$ cat config.mk
export PLATFORM = sky130hd
export DESIGN_NAME = fuse_prog_port
export DESIGN_NICKNAME = d
export VERILOG_FILES = /design/src/fuse_prog_pkg.sv /design/src/fuse_prog_port.sv
export SDC_FILE = /design/constraint.sdc
export NUM_CORES = 1
export LEC_CHECK = 0
export BUFFER_PORTS_ARGS = -buffer_cell sky130_fd_sc_hd__buf_2
export CAP_MARGIN = 10
export CORE_AREA = 8 8 273 328
export CTS_CLUSTER_DIAMETER = 50
export DETAILED_ROUTE_END_ITERATION = 10
export DIE_AREA = 0 0 281 336
export PLACE_DENSITY = 0.71
export RECOVER_POWER = 50
export SYNTH_ARGS = -nofsm -noshare
export SYNTH_HDL_FRONTEND = slang
export SYNTH_SLANG_ARGS = --single-unit
$ cat constraint.sdc
create_clock -name clk -period 3.71 [get_ports clk]
set_input_delay 0.742 -clock clk [delete_from_list [all_inputs] [get_ports clk]]
set_output_delay 0.742 -clock clk [all_outputs]
set_load 0.01 [all_outputs]
$ cat src/fuse_prog_pkg.sv
// Purpose: constants for the fuse store and parallel programming port
// Assumes: fuses active low (0 = programmed)
// Notes: offsets are byte selects and command codes
package fuse_prog_pkg;
	// =====================================
	// fuse defaults
	localparam logic [7:0] EXT_FUSE_RESET  = 8'hFF;
	localparam logic [7:0] HIGH_FUSE_RESET = 8'h99;
	localparam logic [7:0] LOW_FUSE_RESET  = 8'h62;
	localparam logic [7:0] LOCK_RESET      = 8'hFF;
	localparam logic [3:0] CLK_SRC_RC8     = 4'h2;
	localparam int         LOCK_FIRST_BIT  = 0;
	localparam int         SERIAL_DL_BIT   = 5;
	localparam int         PRESERVE_BIT    = 3;
	// =====================================
	// action codes
	localparam logic [1:0] ACT_ADDR = 2'h0;
	localparam logic [1:0] ACT_DATA = 2'h1;
	localparam logic [1:0] ACT_CMD  = 2'h2;
	// =====================================
	// byte selects
	localparam logic [1:0] SEL_LOW  = 2'h0;
	localparam logic [1:0] SEL_HIGH = 2'h1;
	localparam logic [1:0] SEL_EXT  = 2'h2;
	localparam logic [1:0] SEL_TOP  = 2'h3;
	// =====================================
	// command bytes
	localparam logic [7:0] CMD_ERASE   = 8'h80;
	localparam logic [7:0] CMD_WR_FUSE = 8'h40;
	localparam logic [7:0] CMD_WR_LOCK = 8'h20;
	localparam logic [7:0] CMD_WR_FL   = 8'h10;
	localparam logic [7:0] CMD_WR_EE   = 8'h11;
	localparam logic [7:0] CMD_RD_SIG  = 8'h08;
	localparam logic [7:0] CMD_RD_FUSE = 8'h04;
	localparam logic [7:0] CMD_RD_FL   = 8'h02;
	localparam logic [7:0] CMD_RD_EE   = 8'h03;
	// =====================================
	// timing
	localparam int CLK_PERIOD_NS = 4;
	localparam int STROBE_MIN_NS = 250;
	localparam int STROBE_CYCLES = (STROBE_MIN_NS + CLK_PERIOD_NS - 1) / CLK_PERIOD_NS;
	localparam int BUSY_CYCLES   = 16;
	// =====================================
	// page geometry and state encoding
	localparam int FL_WORD_BITS_SMALL = 6;
	localparam int FL_WORD_BITS_LARGE = 7;
	localparam int EE_BYTE_BITS_SMALL = 2;
	localparam int EE_BYTE_BITS_LARGE = 3;
	typedef enum logic [1:0] {
		ST_IDLE  = 2'b00,
		ST_BUSY  = 2'b01,
		ST_ERASE = 2'b10
	} prog_state_e;
endpackage

$ cat src/fuse_prog_port.sv
// Purpose: fuse store, signature space, page buffers and parallel port
// Assumes: pins synchronous to clk; strobes held at least STROBE_CYCLES
// Notes: nonvolatile arrays modelled as registers
`timescale 1ns/1ns
module fuse_prog_port #(
	parameter int        FL_WORD_BITS = 6,
	parameter int        EE_BYTE_BITS = 2,
	parameter logic [7:0] SIG0 = 8'hA5,
	parameter logic [7:0] SIG1 = 8'h5A,
	parameter logic [7:0] SIG2 = 8'h3C,
	parameter logic [7:0] CAL_VALUE = 8'h80
) (
	input  wire logic       clk,
	input  wire logic       rst,
	input  wire logic       prog_mode,
	input  wire logic       serial_mode,
	input  wire logic       crystal_input_strobe,
	input  wire logic       strobe_action_b0,
	input  wire logic       strobe_action_b1,
	input  wire logic       byte_select_lo,
	input  wire logic       byte_select_hi,
	input  wire logic       write_n,
	input  wire logic       output_enable_n,
	input  wire logic       page_buffer_load,
	input  wire logic [7:0] data_in,
	output logic      [7:0] data_out,
	output logic            data_oe_n,
	output logic            ready_busy_out,
	output logic      [7:0] low_fuse_active,
	output logic      [7:0] high_fuse_active,
	output logic      [7:0] ext_fuse_active,
	output logic            eeprom_preserve_on_erase,
	output logic      [7:0] oscillator_trim_register,
	output logic            erase_pulse
);
	// =====================================
	// state
	logic [7:0] low_config_fuses, high_config_fuses, extended_config_fuses, lock_bits;
	logic [7:0] next_low, next_high, next_ext, next_lock;
	logic [7:0] cmd, addr_lo, addr_hi, addr_ext, data_lo, data_hi;
	logic [7:0] next_cmd, next_addr_lo, next_addr_hi, next_addr_ext, next_data_lo, next_data_hi;
	logic [15:0] page_buf [0:(1<<FL_WORD_BITS)-1];
	logic [7:0]  ee_buf   [0:(1<<EE_BYTE_BITS)-1];
	logic       xs_d, wr_d, pl_d, pm_d;
	logic       xs_rise, wr_fall, pl_rise, pm_rise, pm_fall;
	fuse_prog_pkg::prog_state_e state, next_state;
	logic [7:0] busy_cnt, next_busy_cnt;
	logic [7:0] next_data_out, next_low_act, next_high_act, next_ext_act, next_trim;
	logic       next_oe_n, next_rdy, next_preserve, next_erase;
	logic [1:0] act, bsel;
	logic       fuse_lock;

	assign act       = {strobe_action_b1, strobe_action_b0};
	assign bsel      = {byte_select_hi, byte_select_lo};
	assign xs_rise   = crystal_input_strobe & ~xs_d;
	assign wr_fall   = ~write_n & wr_d;
	assign pl_rise   = page_buffer_load & ~pl_d;
	assign pm_rise   = prog_mode & ~pm_d;
	assign pm_fall   = ~prog_mode & pm_d;
	assign fuse_lock = ~lock_bits[fuse_prog_pkg::LOCK_FIRST_BIT];

	// =====================================
	// fuse read mux
	function automatic logic [7:0] fuse_read(input logic [1:0] s, input logic ser);
		logic [7:0] v;
		v = 8'hFF;
		case (s)
			fuse_prog_pkg::SEL_LOW:  v = low_config_fuses;
			fuse_prog_pkg::SEL_HIGH: v = lock_bits;
			fuse_prog_pkg::SEL_EXT:  v = extended_config_fuses;
			default: begin
				v = high_config_fuses;
				if (ser)
					v[fuse_prog_pkg::SERIAL_DL_BIT] = 1'b1;
			end
		endcase
		return v;
	endfunction

	// =====================================
	// command and write logic
	always_comb begin
		next_low      = low_config_fuses;
		next_high     = high_config_fuses;
		next_ext      = extended_config_fuses;
		next_lock     = lock_bits;
		next_cmd      = cmd;
		next_addr_lo  = addr_lo;
		next_addr_hi  = addr_hi;
		next_addr_ext = addr_ext;
		next_data_lo  = data_lo;
		next_data_hi  = data_hi;
		next_state    = state;
		next_busy_cnt = busy_cnt;
		next_erase    = 1'b0;
		if (prog_mode && state == fuse_prog_pkg::ST_IDLE && xs_rise) begin
			unique case (act)
				fuse_prog_pkg::ACT_ADDR: begin
					if (bsel == fuse_prog_pkg::SEL_LOW)
						next_addr_lo = data_in;
					else if (bsel == fuse_prog_pkg::SEL_HIGH)
						next_addr_hi = data_in;
					else if (bsel == fuse_prog_pkg::SEL_EXT)
						next_addr_ext = data_in;
				end
				fuse_prog_pkg::ACT_DATA: begin
					if (byte_select_lo)
						next_data_hi = data_in;
					else
						next_data_lo = data_in;
				end
				fuse_prog_pkg::ACT_CMD: next_cmd = data_in;
				default: ;
			endcase
		end
		if (prog_mode && state == fuse_prog_pkg::ST_IDLE && wr_fall) begin
			next_state    = fuse_prog_pkg::ST_BUSY;
			next_busy_cnt = 8'(fuse_prog_pkg::BUSY_CYCLES);
			case (cmd)
				fuse_prog_pkg::CMD_ERASE: begin
					next_lock  = fuse_prog_pkg::LOCK_RESET;
					next_erase = 1'b1;
					next_state = fuse_prog_pkg::ST_ERASE;
				end
				fuse_prog_pkg::CMD_WR_FUSE: begin
					if (!fuse_lock) begin
						if (bsel == fuse_prog_pkg::SEL_LOW)
							next_low = data_lo;
						else if (bsel == fuse_prog_pkg::SEL_HIGH) begin
							next_high = data_lo;
							if (serial_mode)
								next_high[fuse_prog_pkg::SERIAL_DL_BIT] =
									high_config_fuses[fuse_prog_pkg::SERIAL_DL_BIT];
						end else if (bsel == fuse_prog_pkg::SEL_EXT)
							next_ext = {5'h1F, data_lo[2:0]};
					end
				end
				fuse_prog_pkg::CMD_WR_LOCK: next_lock = lock_bits & data_lo;
				default: ;
			endcase
		end else if (state != fuse_prog_pkg::ST_IDLE) begin
			if (busy_cnt == 8'h00)
				next_state = fuse_prog_pkg::ST_IDLE;
			else
				next_busy_cnt = busy_cnt - 8'h01;
		end
	end

	// =====================================
	// page buffer fill
	always_ff @(posedge clk) begin
		if (prog_mode && pl_rise) begin
			if (cmd == fuse_prog_pkg::CMD_WR_FL)
				page_buf[addr_lo[FL_WORD_BITS-1:0]] <= {data_hi, data_lo};
			else if (cmd == fuse_prog_pkg::CMD_WR_EE)
				ee_buf[addr_lo[EE_BYTE_BITS-1:0]] <= data_lo;
		end
	end

	// =====================================
	// read path and shadows
	always_comb begin
		next_oe_n     = output_enable_n | ~prog_mode;
		next_data_out = 8'h00;
		if (cmd == fuse_prog_pkg::CMD_RD_SIG) begin
			if (byte_select_lo)
				next_data_out = CAL_VALUE;
			else if (addr_lo[1:0] == 2'h0)
				next_data_out = SIG0;
			else if (addr_lo[1:0] == 2'h1)
				next_data_out = SIG1;
			else
				next_data_out = SIG2;
		end else if (cmd == fuse_prog_pkg::CMD_RD_FUSE)
			next_data_out = fuse_read(bsel, serial_mode);
		else if (cmd == fuse_prog_pkg::CMD_RD_FL)
			next_data_out = byte_select_lo ? page_buf[addr_lo[FL_WORD_BITS-1:0]][15:8]
				: page_buf[addr_lo[FL_WORD_BITS-1:0]][7:0];
		else if (cmd == fuse_prog_pkg::CMD_RD_EE)
			next_data_out = ee_buf[addr_lo[EE_BYTE_BITS-1:0]];
		next_rdy      = (next_state == fuse_prog_pkg::ST_IDLE);
		next_low_act  = low_fuse_active;
		next_high_act = high_fuse_active;
		next_ext_act  = ext_fuse_active;
		if (pm_rise || pm_fall) begin
			next_low_act  = low_config_fuses;
			next_high_act = high_config_fuses;
			next_ext_act  = extended_config_fuses;
		end
		next_preserve = ~high_config_fuses[fuse_prog_pkg::PRESERVE_BIT];
		next_trim     = oscillator_trim_register;
	end

	// =====================================
	// registers
	always_ff @(posedge clk) begin
		if (rst) begin
			low_config_fuses         <= fuse_prog_pkg::LOW_FUSE_RESET;
			high_config_fuses        <= fuse_prog_pkg::HIGH_FUSE_RESET;
			extended_config_fuses    <= fuse_prog_pkg::EXT_FUSE_RESET;
			lock_bits                <= fuse_prog_pkg::LOCK_RESET;
			cmd                      <= 8'h00;
			addr_lo                  <= 8'h00;
			addr_hi                  <= 8'h00;
			addr_ext                 <= 8'h00;
			data_lo                  <= 8'hFF;
			data_hi                  <= 8'hFF;
			state                    <= fuse_prog_pkg::ST_IDLE;
			busy_cnt                 <= 8'h00;
			xs_d                     <= 1'b0;
			wr_d                     <= 1'b1;
			pl_d                     <= 1'b0;
			pm_d                     <= 1'b0;
			data_out                 <= 8'h00;
			data_oe_n                <= 1'b1;
			ready_busy_out           <= 1'b1;
			low_fuse_active          <= fuse_prog_pkg::LOW_FUSE_RESET;
			high_fuse_active         <= fuse_prog_pkg::HIGH_FUSE_RESET;
			ext_fuse_active          <= fuse_prog_pkg::EXT_FUSE_RESET;
			eeprom_preserve_on_erase <= 1'b0;
			oscillator_trim_register <= CAL_VALUE;
			erase_pulse              <= 1'b0;
		end else begin
			low_config_fuses         <= next_low;
			high_config_fuses        <= next_high;
			extended_config_fuses    <= next_ext;
			lock_bits                <= next_lock;
			cmd                      <= next_cmd;
			addr_lo                  <= next_addr_lo;
			addr_hi                  <= next_addr_hi;
			addr_ext                 <= next_addr_ext;
			data_lo                  <= next_data_lo;
			data_hi                  <= next_data_hi;
			state                    <= next_state;
			busy_cnt                 <= next_busy_cnt;
			xs_d                     <= crystal_input_strobe;
			wr_d                     <= write_n;
			pl_d                     <= page_buffer_load;
			pm_d                     <= prog_mode;
			data_out                 <= next_data_out;
			data_oe_n                <= next_oe_n;
			ready_busy_out           <= next_rdy;
			low_fuse_active          <= next_low_act;
			high_fuse_active         <= next_high_act;
			ext_fuse_active          <= next_ext_act;
			eeprom_preserve_on_erase <= next_preserve;
			oscillator_trim_register <= next_trim;
			erase_pulse              <= next_erase;
		end
	end

	// =====================================
	// checks
	busy_after_wr_a: assert property (@(posedge clk) disable iff (rst)
		(prog_mode && state == fuse_prog_pkg::ST_IDLE && wr_fall) |=> !ready_busy_out)
		else $error("ready not low after write strobe");
	erase_keeps_fuse_a: assert property (@(posedge clk) disable iff (rst)
		(state == fuse_prog_pkg::ST_IDLE && wr_fall && cmd == fuse_prog_pkg::CMD_ERASE)
		|=> $stable(low_config_fuses) && $stable(high_config_fuses))
		else $error("erase changed fuses");
	locked_fuse_a: assert property (@(posedge clk) disable iff (rst)
		fuse_lock |=> $stable(low_config_fuses))
		else $error("fuse changed while locked");
	oe_drive_a: assert property (@(posedge clk) disable iff (rst)
		!data_oe_n |-> $past(!output_enable_n))
		else $error("bus driven without output enable");
	ext_top_ones_a: assert property (@(posedge clk) disable iff (rst)
		extended_config_fuses[7:3] == 5'h1F)
		else $error("extended unused bits not one");
	shadow_hold_a: assert property (@(posedge clk) disable iff (rst)
		(prog_mode && $past(prog_mode)) |-> $stable(low_fuse_active))
		else $error("shadow changed inside programming");
	cmd_load_a: assert property (@(posedge clk) disable iff (rst)
		(prog_mode && state == fuse_prog_pkg::ST_IDLE && xs_rise && act == fuse_prog_pkg::ACT_CMD)
		|=> cmd == $past(data_in))
		else $error("command not loaded");
	preserve_now_a: assert property (@(posedge clk) disable iff (rst)
		$changed(high_config_fuses[fuse_prog_pkg::PRESERVE_BIT])
		|=> eeprom_preserve_on_erase != high_config_fuses[fuse_prog_pkg::PRESERVE_BIT])
		else $error("preserve fuse not immediate");
	erase_cov: cover property (@(posedge clk) erase_pulse);
	fuse_wr_cov: cover property (@(posedge clk) $changed(low_config_fuses));
	read_cov: cover property (@(posedge clk) !data_oe_n);
endmodule

==> results_dict.tcl, run 1 <==
set metrics [dict create \
    synth_enable_flop_cells 1056 \
    rsz0062_at_grt "no" \
    cp-start-kind "register" \
    synthAdderAreaFrac_pct 0.05557 \
    cts_tree "done" \
    async_flop_share_pct 0 \
    gr-total-overflow 0 \
    core_um2 84170 \
    crit_slowest_cell "dfxtp_1" \
    synth_cells 2312 \
    yosys.area_share.simple_pct 4.246 \
    antenna_left 0 \
    nNetsFinal 2528 \
    fin_crit_ps 3258 \
    drc_errors 0 \
    arrival_ps 3490 \
    ys_seq_area_share_pct 75.23 \
    setup_violations 0 \
    fp.dieW_um 281 \
    ctsHoldBuffers 0 \
    dr.pass1.iters 5 \
    max_stage_delay_ps 1530 \
    ys_ff_latch 1164 \
    start_util_pct 53.49 \
    grt_use_total_pct 23.47 \
    area_growth_pct 12.63 \
    top_layer_used "met5" \
    vdd.ir_drop.worst_v 0.0003391 \
    fp-row-count 117 \
    via_per_inst 6.303 \
    regArea_um2 33890 \
    drt-total-wl_um 111500 \
    cts_sinks 1164 \
    clock_path_buffers 3 \
    clkLatencyLatePin_ps 680 \
    path_delay_family "flip-flops" \
    worst-setup-path-type "register to register" \
    synth_compound_area_share_pct 3.423 \
    fin_worst_hold_slack_ps 260.2 \
    hpwlAfterDp_um 69460 \
    power.density_nw_per_um2 499.7 \
    skew_ps 24.75 \
    place_congestion 0.9069 \
    final_area_um2 50710 \
    htree_levels 3 \
    finalNonFillerCells 3724 \
    synth_xor_area_share_pct 0.1945 \
    dieHeight_um 336 \
    fill_cells 5834 \
    drt_iter0_drc 2801 \
    avgSynthCellArea_um2 19.48 \
    cp_num_buf_inv 1 \
    cts_setup_buffers 0 \
    violations "capacitance limit, slew limit" \
    post_drt_wl_per_cell_um 29.93 \
    fmaxAchievable_mhz 306.9 \
    dp_cells 3529 \
    wl_met2_um 55220 \
    synth_top_family_by_area "multiplexers" \
    status "finished, violations left" \
    worstHoldPathType "primary input to register" \
    met1_length_um 40960 \
    port-buffer-count 50 \
    antenna_found_initial 3 \
    wl_met3_um 9795 \
    yosysWarnings 0 \
    cts_resized 0 \
    grt_pass1_wl_um 161200 \
    num_vias 23472 \
    grt_pass1_vias 23574 \
    syn-cell-area_um2 45030 \
    crit_required_ps 3940 \
    clkTransAtPathRegs_ps 60 \
    grt_max_degree 77 \
    synth_mux_area_share_pct 15.09 \
    root_buffer "clkbuf_16" \
    setup_tns_ps 0 \
    slew_viol_final 656 \
    hold_viol_final 0 \
    cap_violations 16 \
    tightest_slew_ps 3131 \
    die_area_um2 94420 \
    maxSlewHeadroom_pct -108.8 \
    finalCritPeriodShare_pct 87.83 \
    multi_input_area_um2 10420 \
    ys_types 65 \
    drive_gt1_share_pct 23.23 \
    dpl_cell_area_um2 47410 \
    synth_top_flop_cell "edfxtp_1" \
    critPathMaxFanout 38 \
    cts_buffers 104 \
    ios 64 \
    worstSetupEndpointType "register" \
    path_cells "clkbuf_1" \
    leakagePower_uw 0.01526 \
]
## layer usage
metal  track usage [%]  vias up
li1                  -     9778
met1             29.87    12130
met2             39.10     1303
met3             4.396      259
met4             11.04        2
met5                 0        -
## metrics by stage
stage	worst slack, ps	total power, µW	util [%]
floorplan	569.8	14700	-
global placement	471.0	14830	56.33
detailed placement	479.1	14840	56.33
CTS	583.3	25460	60.38
global route	351.3	25940	60.24
finish	451.5	25340	60.25
## final cells by class
type,instances,area share (%)
sequential,1164,66.81
tap,1130,2.788
multi-input combinational,1008,20.54
inverter,13,0.09622
antenna,3,0.01480
clock buffer,133,5.615
timing repair buffer,215,3.017
clock inverter,58,1.113
## power by group
group	internal [µW]	switching (µW)
combinational	108	214
sequential	14200	71.3
clock	6120	4650
total	20400	4940
## registers in the layout, summed over array words and instances (netlist names), 2 cells and up, named ones only
register               cells
low_config_fuses           8
ext_fuse_active            3
page_buf                1024
cmd                        8
ee_buf                    32
data_hi                    8
data_lo                    8
addr_lo                    6
extended_config_fuses      3
state                      2
high_fuse_active           8
lock_bits                  8
low_fuse_active            8
high_config_fuses          8
busy_cnt                   8
data_out                   8
## cells in the mapped netlist (13+ instances only)
cell type  count  area [µm²]
o21ai_0       28       140.1
nand2_1       93       349.1
nand3_1       15       75.07
inv_1         13       48.80
a22oi_1       29       217.7
edfxtp_1    1056       31710
clkbuf_1      46       172.7
nor2b_1       40       250.2
nor3_1        20       100.1
a211o_1       27       236.5
a221oi_1      17       148.9
mux2i_1      114        1141
nand3b_1      15       112.6
buf_4         35       262.8
nor2_1       145       544.3
dfxtp_1      108        2162
buf_1         15       56.30
a21oi_1       41       205.2
a211oi_1      18       135.1
buf_2         36       180.2
mux4_2       246        5540
## cell families (layout without fill, tap and decap cells)
| family | count (synthesis) | after routing |
|---|---|---|
| muxes | 370 | 370 |
| AOI/OAI and AO/OA | 218 | 218 |
| buffers and inverters | 151 | 419 |
| xor gates and xnor gates | 10 | 10 |
| and+or+nand+nor | 395 | 395 |
| DFF | 1164 | 1164 |
| adders and majority gates | 2 | 2 |
| other | 2 | 16 |
## path summary, 6_finish.rpt
path	start	end	slack (ps)	depth (start not counted)
max	data_hi[3]	page_buf[0][11]	450	1
min reg2reg	high_fuse_active[6]	high_fuse_active[6]	450	2
min	output_enable_n	data_oe_n	260	2
max reg2reg	data_hi[3]	page_buf[0][11]	450	1
## layout by cell type (no fill, tap or decap), types with 14 or more instances in the layout
cell,netlist,routed
a211o_1,27,27
a211oi_1,18,18
a21oi_1,41,41
a221oi_1,17,17
a22oi_1,29,29
buf_2,36,21
buf_4,35,136
clkbuf_1,46,62
clkbuf_16,0,109
clkinv_1,0,14
clkinv_2,0,21
dfxtp_1,108,104
edfxtp_1,1056,1056
mux2i_1,114,114
mux4_2,246,246
nand2_1,93,93
nand3_1,15,15
nand3b_1,15,15
nor2_1,145,145
nor2b_1,40,39
nor3_1,20,20
o21ai_0,28,28
No activity file was read; power rests on OpenSTA's default activity.
==> inputs of run 2 (changes only) <==
==> constraint.sdc (replaced) <==
create_clock -name clk -period 3.5 [get_ports clk]
set_input_delay 0.7 -clock clk [delete_from_list [all_inputs] [get_ports clk]]
set_output_delay 0.7 -clock clk [all_outputs]
set_load 0.01 [all_outputs]
==> run 2 against run 1 <==
  * First-iteration DRC count is 2.8% higher
  * Worst setup slack worse by 350 ps
  * Utilization is 0.20 points higher
  * Clock-buffer cell count is 1 lower
  * The flow still finishes with violations (capacitance limit, slew limit)
  * Highest routed layer unchanged
  * Final cell count is 0.30% higher
==> results_dict.tcl, run 2 (synthesis results as in run 1) <==
set metrics [dict create \
    setup_tns_ps 0 \
    clkLatencyLatePin_ps 690 \
    max_stage_delay_ps 870 \
    p_int_uw 21800 \
    hold_viol_final 0 \
    root_buffer "clkbuf_16" \
    core_um2 84170 \
    power.density_nw_per_um2 535.3 \
    dpl_cell_area_um2 47450 \
    layout_commonest_cell "edfxtp_1" \
    post_drt_wl_per_cell_um 29.95 \
    cts_buffers 109 \
    crit_required_ps 4060 \
    tightest_slew_ps 3013 \
    switching_share_pct 19.95 \
    wl_met2_um 55750 \
    r2r_cells 8 \
    fmaxAchievable_mhz 294.0 \
    port-buffer-count 50 \
    die_area_um2 94420 \
    grt_pass1_vias 23489 \
    htree_levels 3 \
    crit_slowest_cell "a2111oi_1" \
    start_util_pct 53.49 \
    worst-setup-path-type "register to register" \
    worstSetupEndpointType "register" \
    clockPowerShare_pct 43.3 \
    largest_reg_flops 1024 \
    rsz0062_at_grt "no" \
    status "finished, violations left" \
    power_switching_uw 5434 \
    antenna_found_initial 1 \
    arrival_ps 3960 \
    timing.rr.end "data_out[4]" \
    final_cell_mix "edfxtp_1, mux4_2, nor2_1" \
    maxSlewHeadroom_pct -100.9 \
    num_vias 23359 \
    clkTransAtPathRegs_ps 70 \
    critPathMaxFanout 48 \
    nNetsFinal 2533 \
    fp-row-count 117 \
    path_delay_family "compound AO/OA/AOI/OAI gates" \
    grt_pass1_wl_um 162100 \
    grt_max_degree 74 \
    combPwrFrac_pct 1.3 \
    worstHoldPathType "primary input to register" \
    drive_gt1_share_pct 23.49 \
    violations "capacitance limit, slew limit" \
    cap_violations 13 \
    drt_iter0_drc 2880 \
    insertedDiodeCount 0 \
    place_congestion 0.9505 \
    finalCritPeriodShare_pct 97.17 \
    top_layer_used "met5" \
    drt-total-wl_um 111800 \
    final_area_um2 50880 \
    dieHeight_um 336 \
    worst-path-stages 8 \
    fin_crit_ps 3401 \
    dr.pass1.iters 6 \
    cp-start-kind "register" \
    cts_tree "done" \
    clock_path_buffers 3 \
    slew_viol_final 688 \
    drc_errors 0 \
    r2r_slack_ps 100 \
    cp_num_buf_inv 2 \
    area_growth_pct 13.00 \
    via_per_inst 6.254 \
    vdd.ir_drop.worst_v 0.0003829 \
    power_frac_seq_pct 55.4 \
    fill_cells 5827 \
    setup_violations 0 \
    fp.dieW_um 281 \
    met1_length_um 42210 \
    fin_util_pct 60.45 \
    gr-total-overflow 0 \
    leakagePower_uw 0.01533 \
    hpwlAfterDp_um 70690 \
    ios 64 \
    cp-endpoint "data_out[4]" \
    grt_use_total_pct 23.58 \
    cts_sinks 1164 \
    fin_worst_hold_slack_ps 195.8 \
    antenna_left 0 \
    path_cells "buf_12 -> mux4_2 -> nor2b_1 -> a2111oi_1 -> buf_4 -> a2111oi_0 -> and4_1 -> a2bb2oi_1" \
    wl_met3_um 8738 \
    skew_ps 33.37 \
]
## run 2: changes by cell type in the layout (fill, tap and decap cells not counted), sizes merged
cell	previous run	this run
clkbuf	180	179
diode	3	0
clkinv	37	45
inv	16	25
clkinvlp	8	6
## run 2: final cells by class
class	instances	area [µm²]	share of cell area, %
Timing Repair Buffer	215	1523	2.993
Multi-Input combinational cell	1008	10420	20.48
Inverter	13	48.80	0.09590
Clock inverter	73	713.2	1.402
Tap cell	1130	1414	2.779
Sequential cell	1164	33890	66.60
Clock buffer	132	2878	5.656
## run 2: metrics by stage
step	total power, µW	setup slack, ps	std cells
after floorplan	15580	401.8	2323
after global placement	15730	20.02	3530
after detailed placement	15740	-47.85	3530
after CTS	27380	167.7	3735
after global routing	27920	39.67	3735
final	27240	99.05	3735
## run 2: per-layer routing
metal | GRT usage, % | vias to the layer above
met1 | 30.79 | 12153
met3 | 3.800 | 224
li1 | - | 9793
met4 | 10.27 | 2
met5 | 0 | -
met2 | 39.29 | 1187
## run 2: power groups by stage
stage / Combinational, µW / Sequential [µW] / Clock [µW]
2_1_floorplan: 206 / 15400 / 0
3_3_place_gp: 346 / 15400 / 0
3_5_place_dp: 354 / 15400 / 0
4_1_cts: 356 / 15100 / 11900
5_1_grt: 373 / 15100 / 12500
6_report: 353 / 15100 / 11800
## run 2: worst min-delay path by stage
stage,cells past startpoint,start,endpoint
6_report,2,output_enable_n,data_oe_n
2_1_floorplan,1,high_config_fuses[3],eeprom_preserve_on_erase
3_3_place_gp,2,high_fuse_active[5],high_fuse_active[5]
5_1_grt,2,output_enable_n,data_oe_n
4_1_cts,2,output_enable_n,data_oe_n
3_5_place_dp,2,high_fuse_active[1],high_fuse_active[1]
## run 2: timing repair
item                       in CTS  in global routing
resized for setup               1                  0
setup endpoints to repair       1                  0
hold buffers                    0                  0
buffers inserted                0                  0
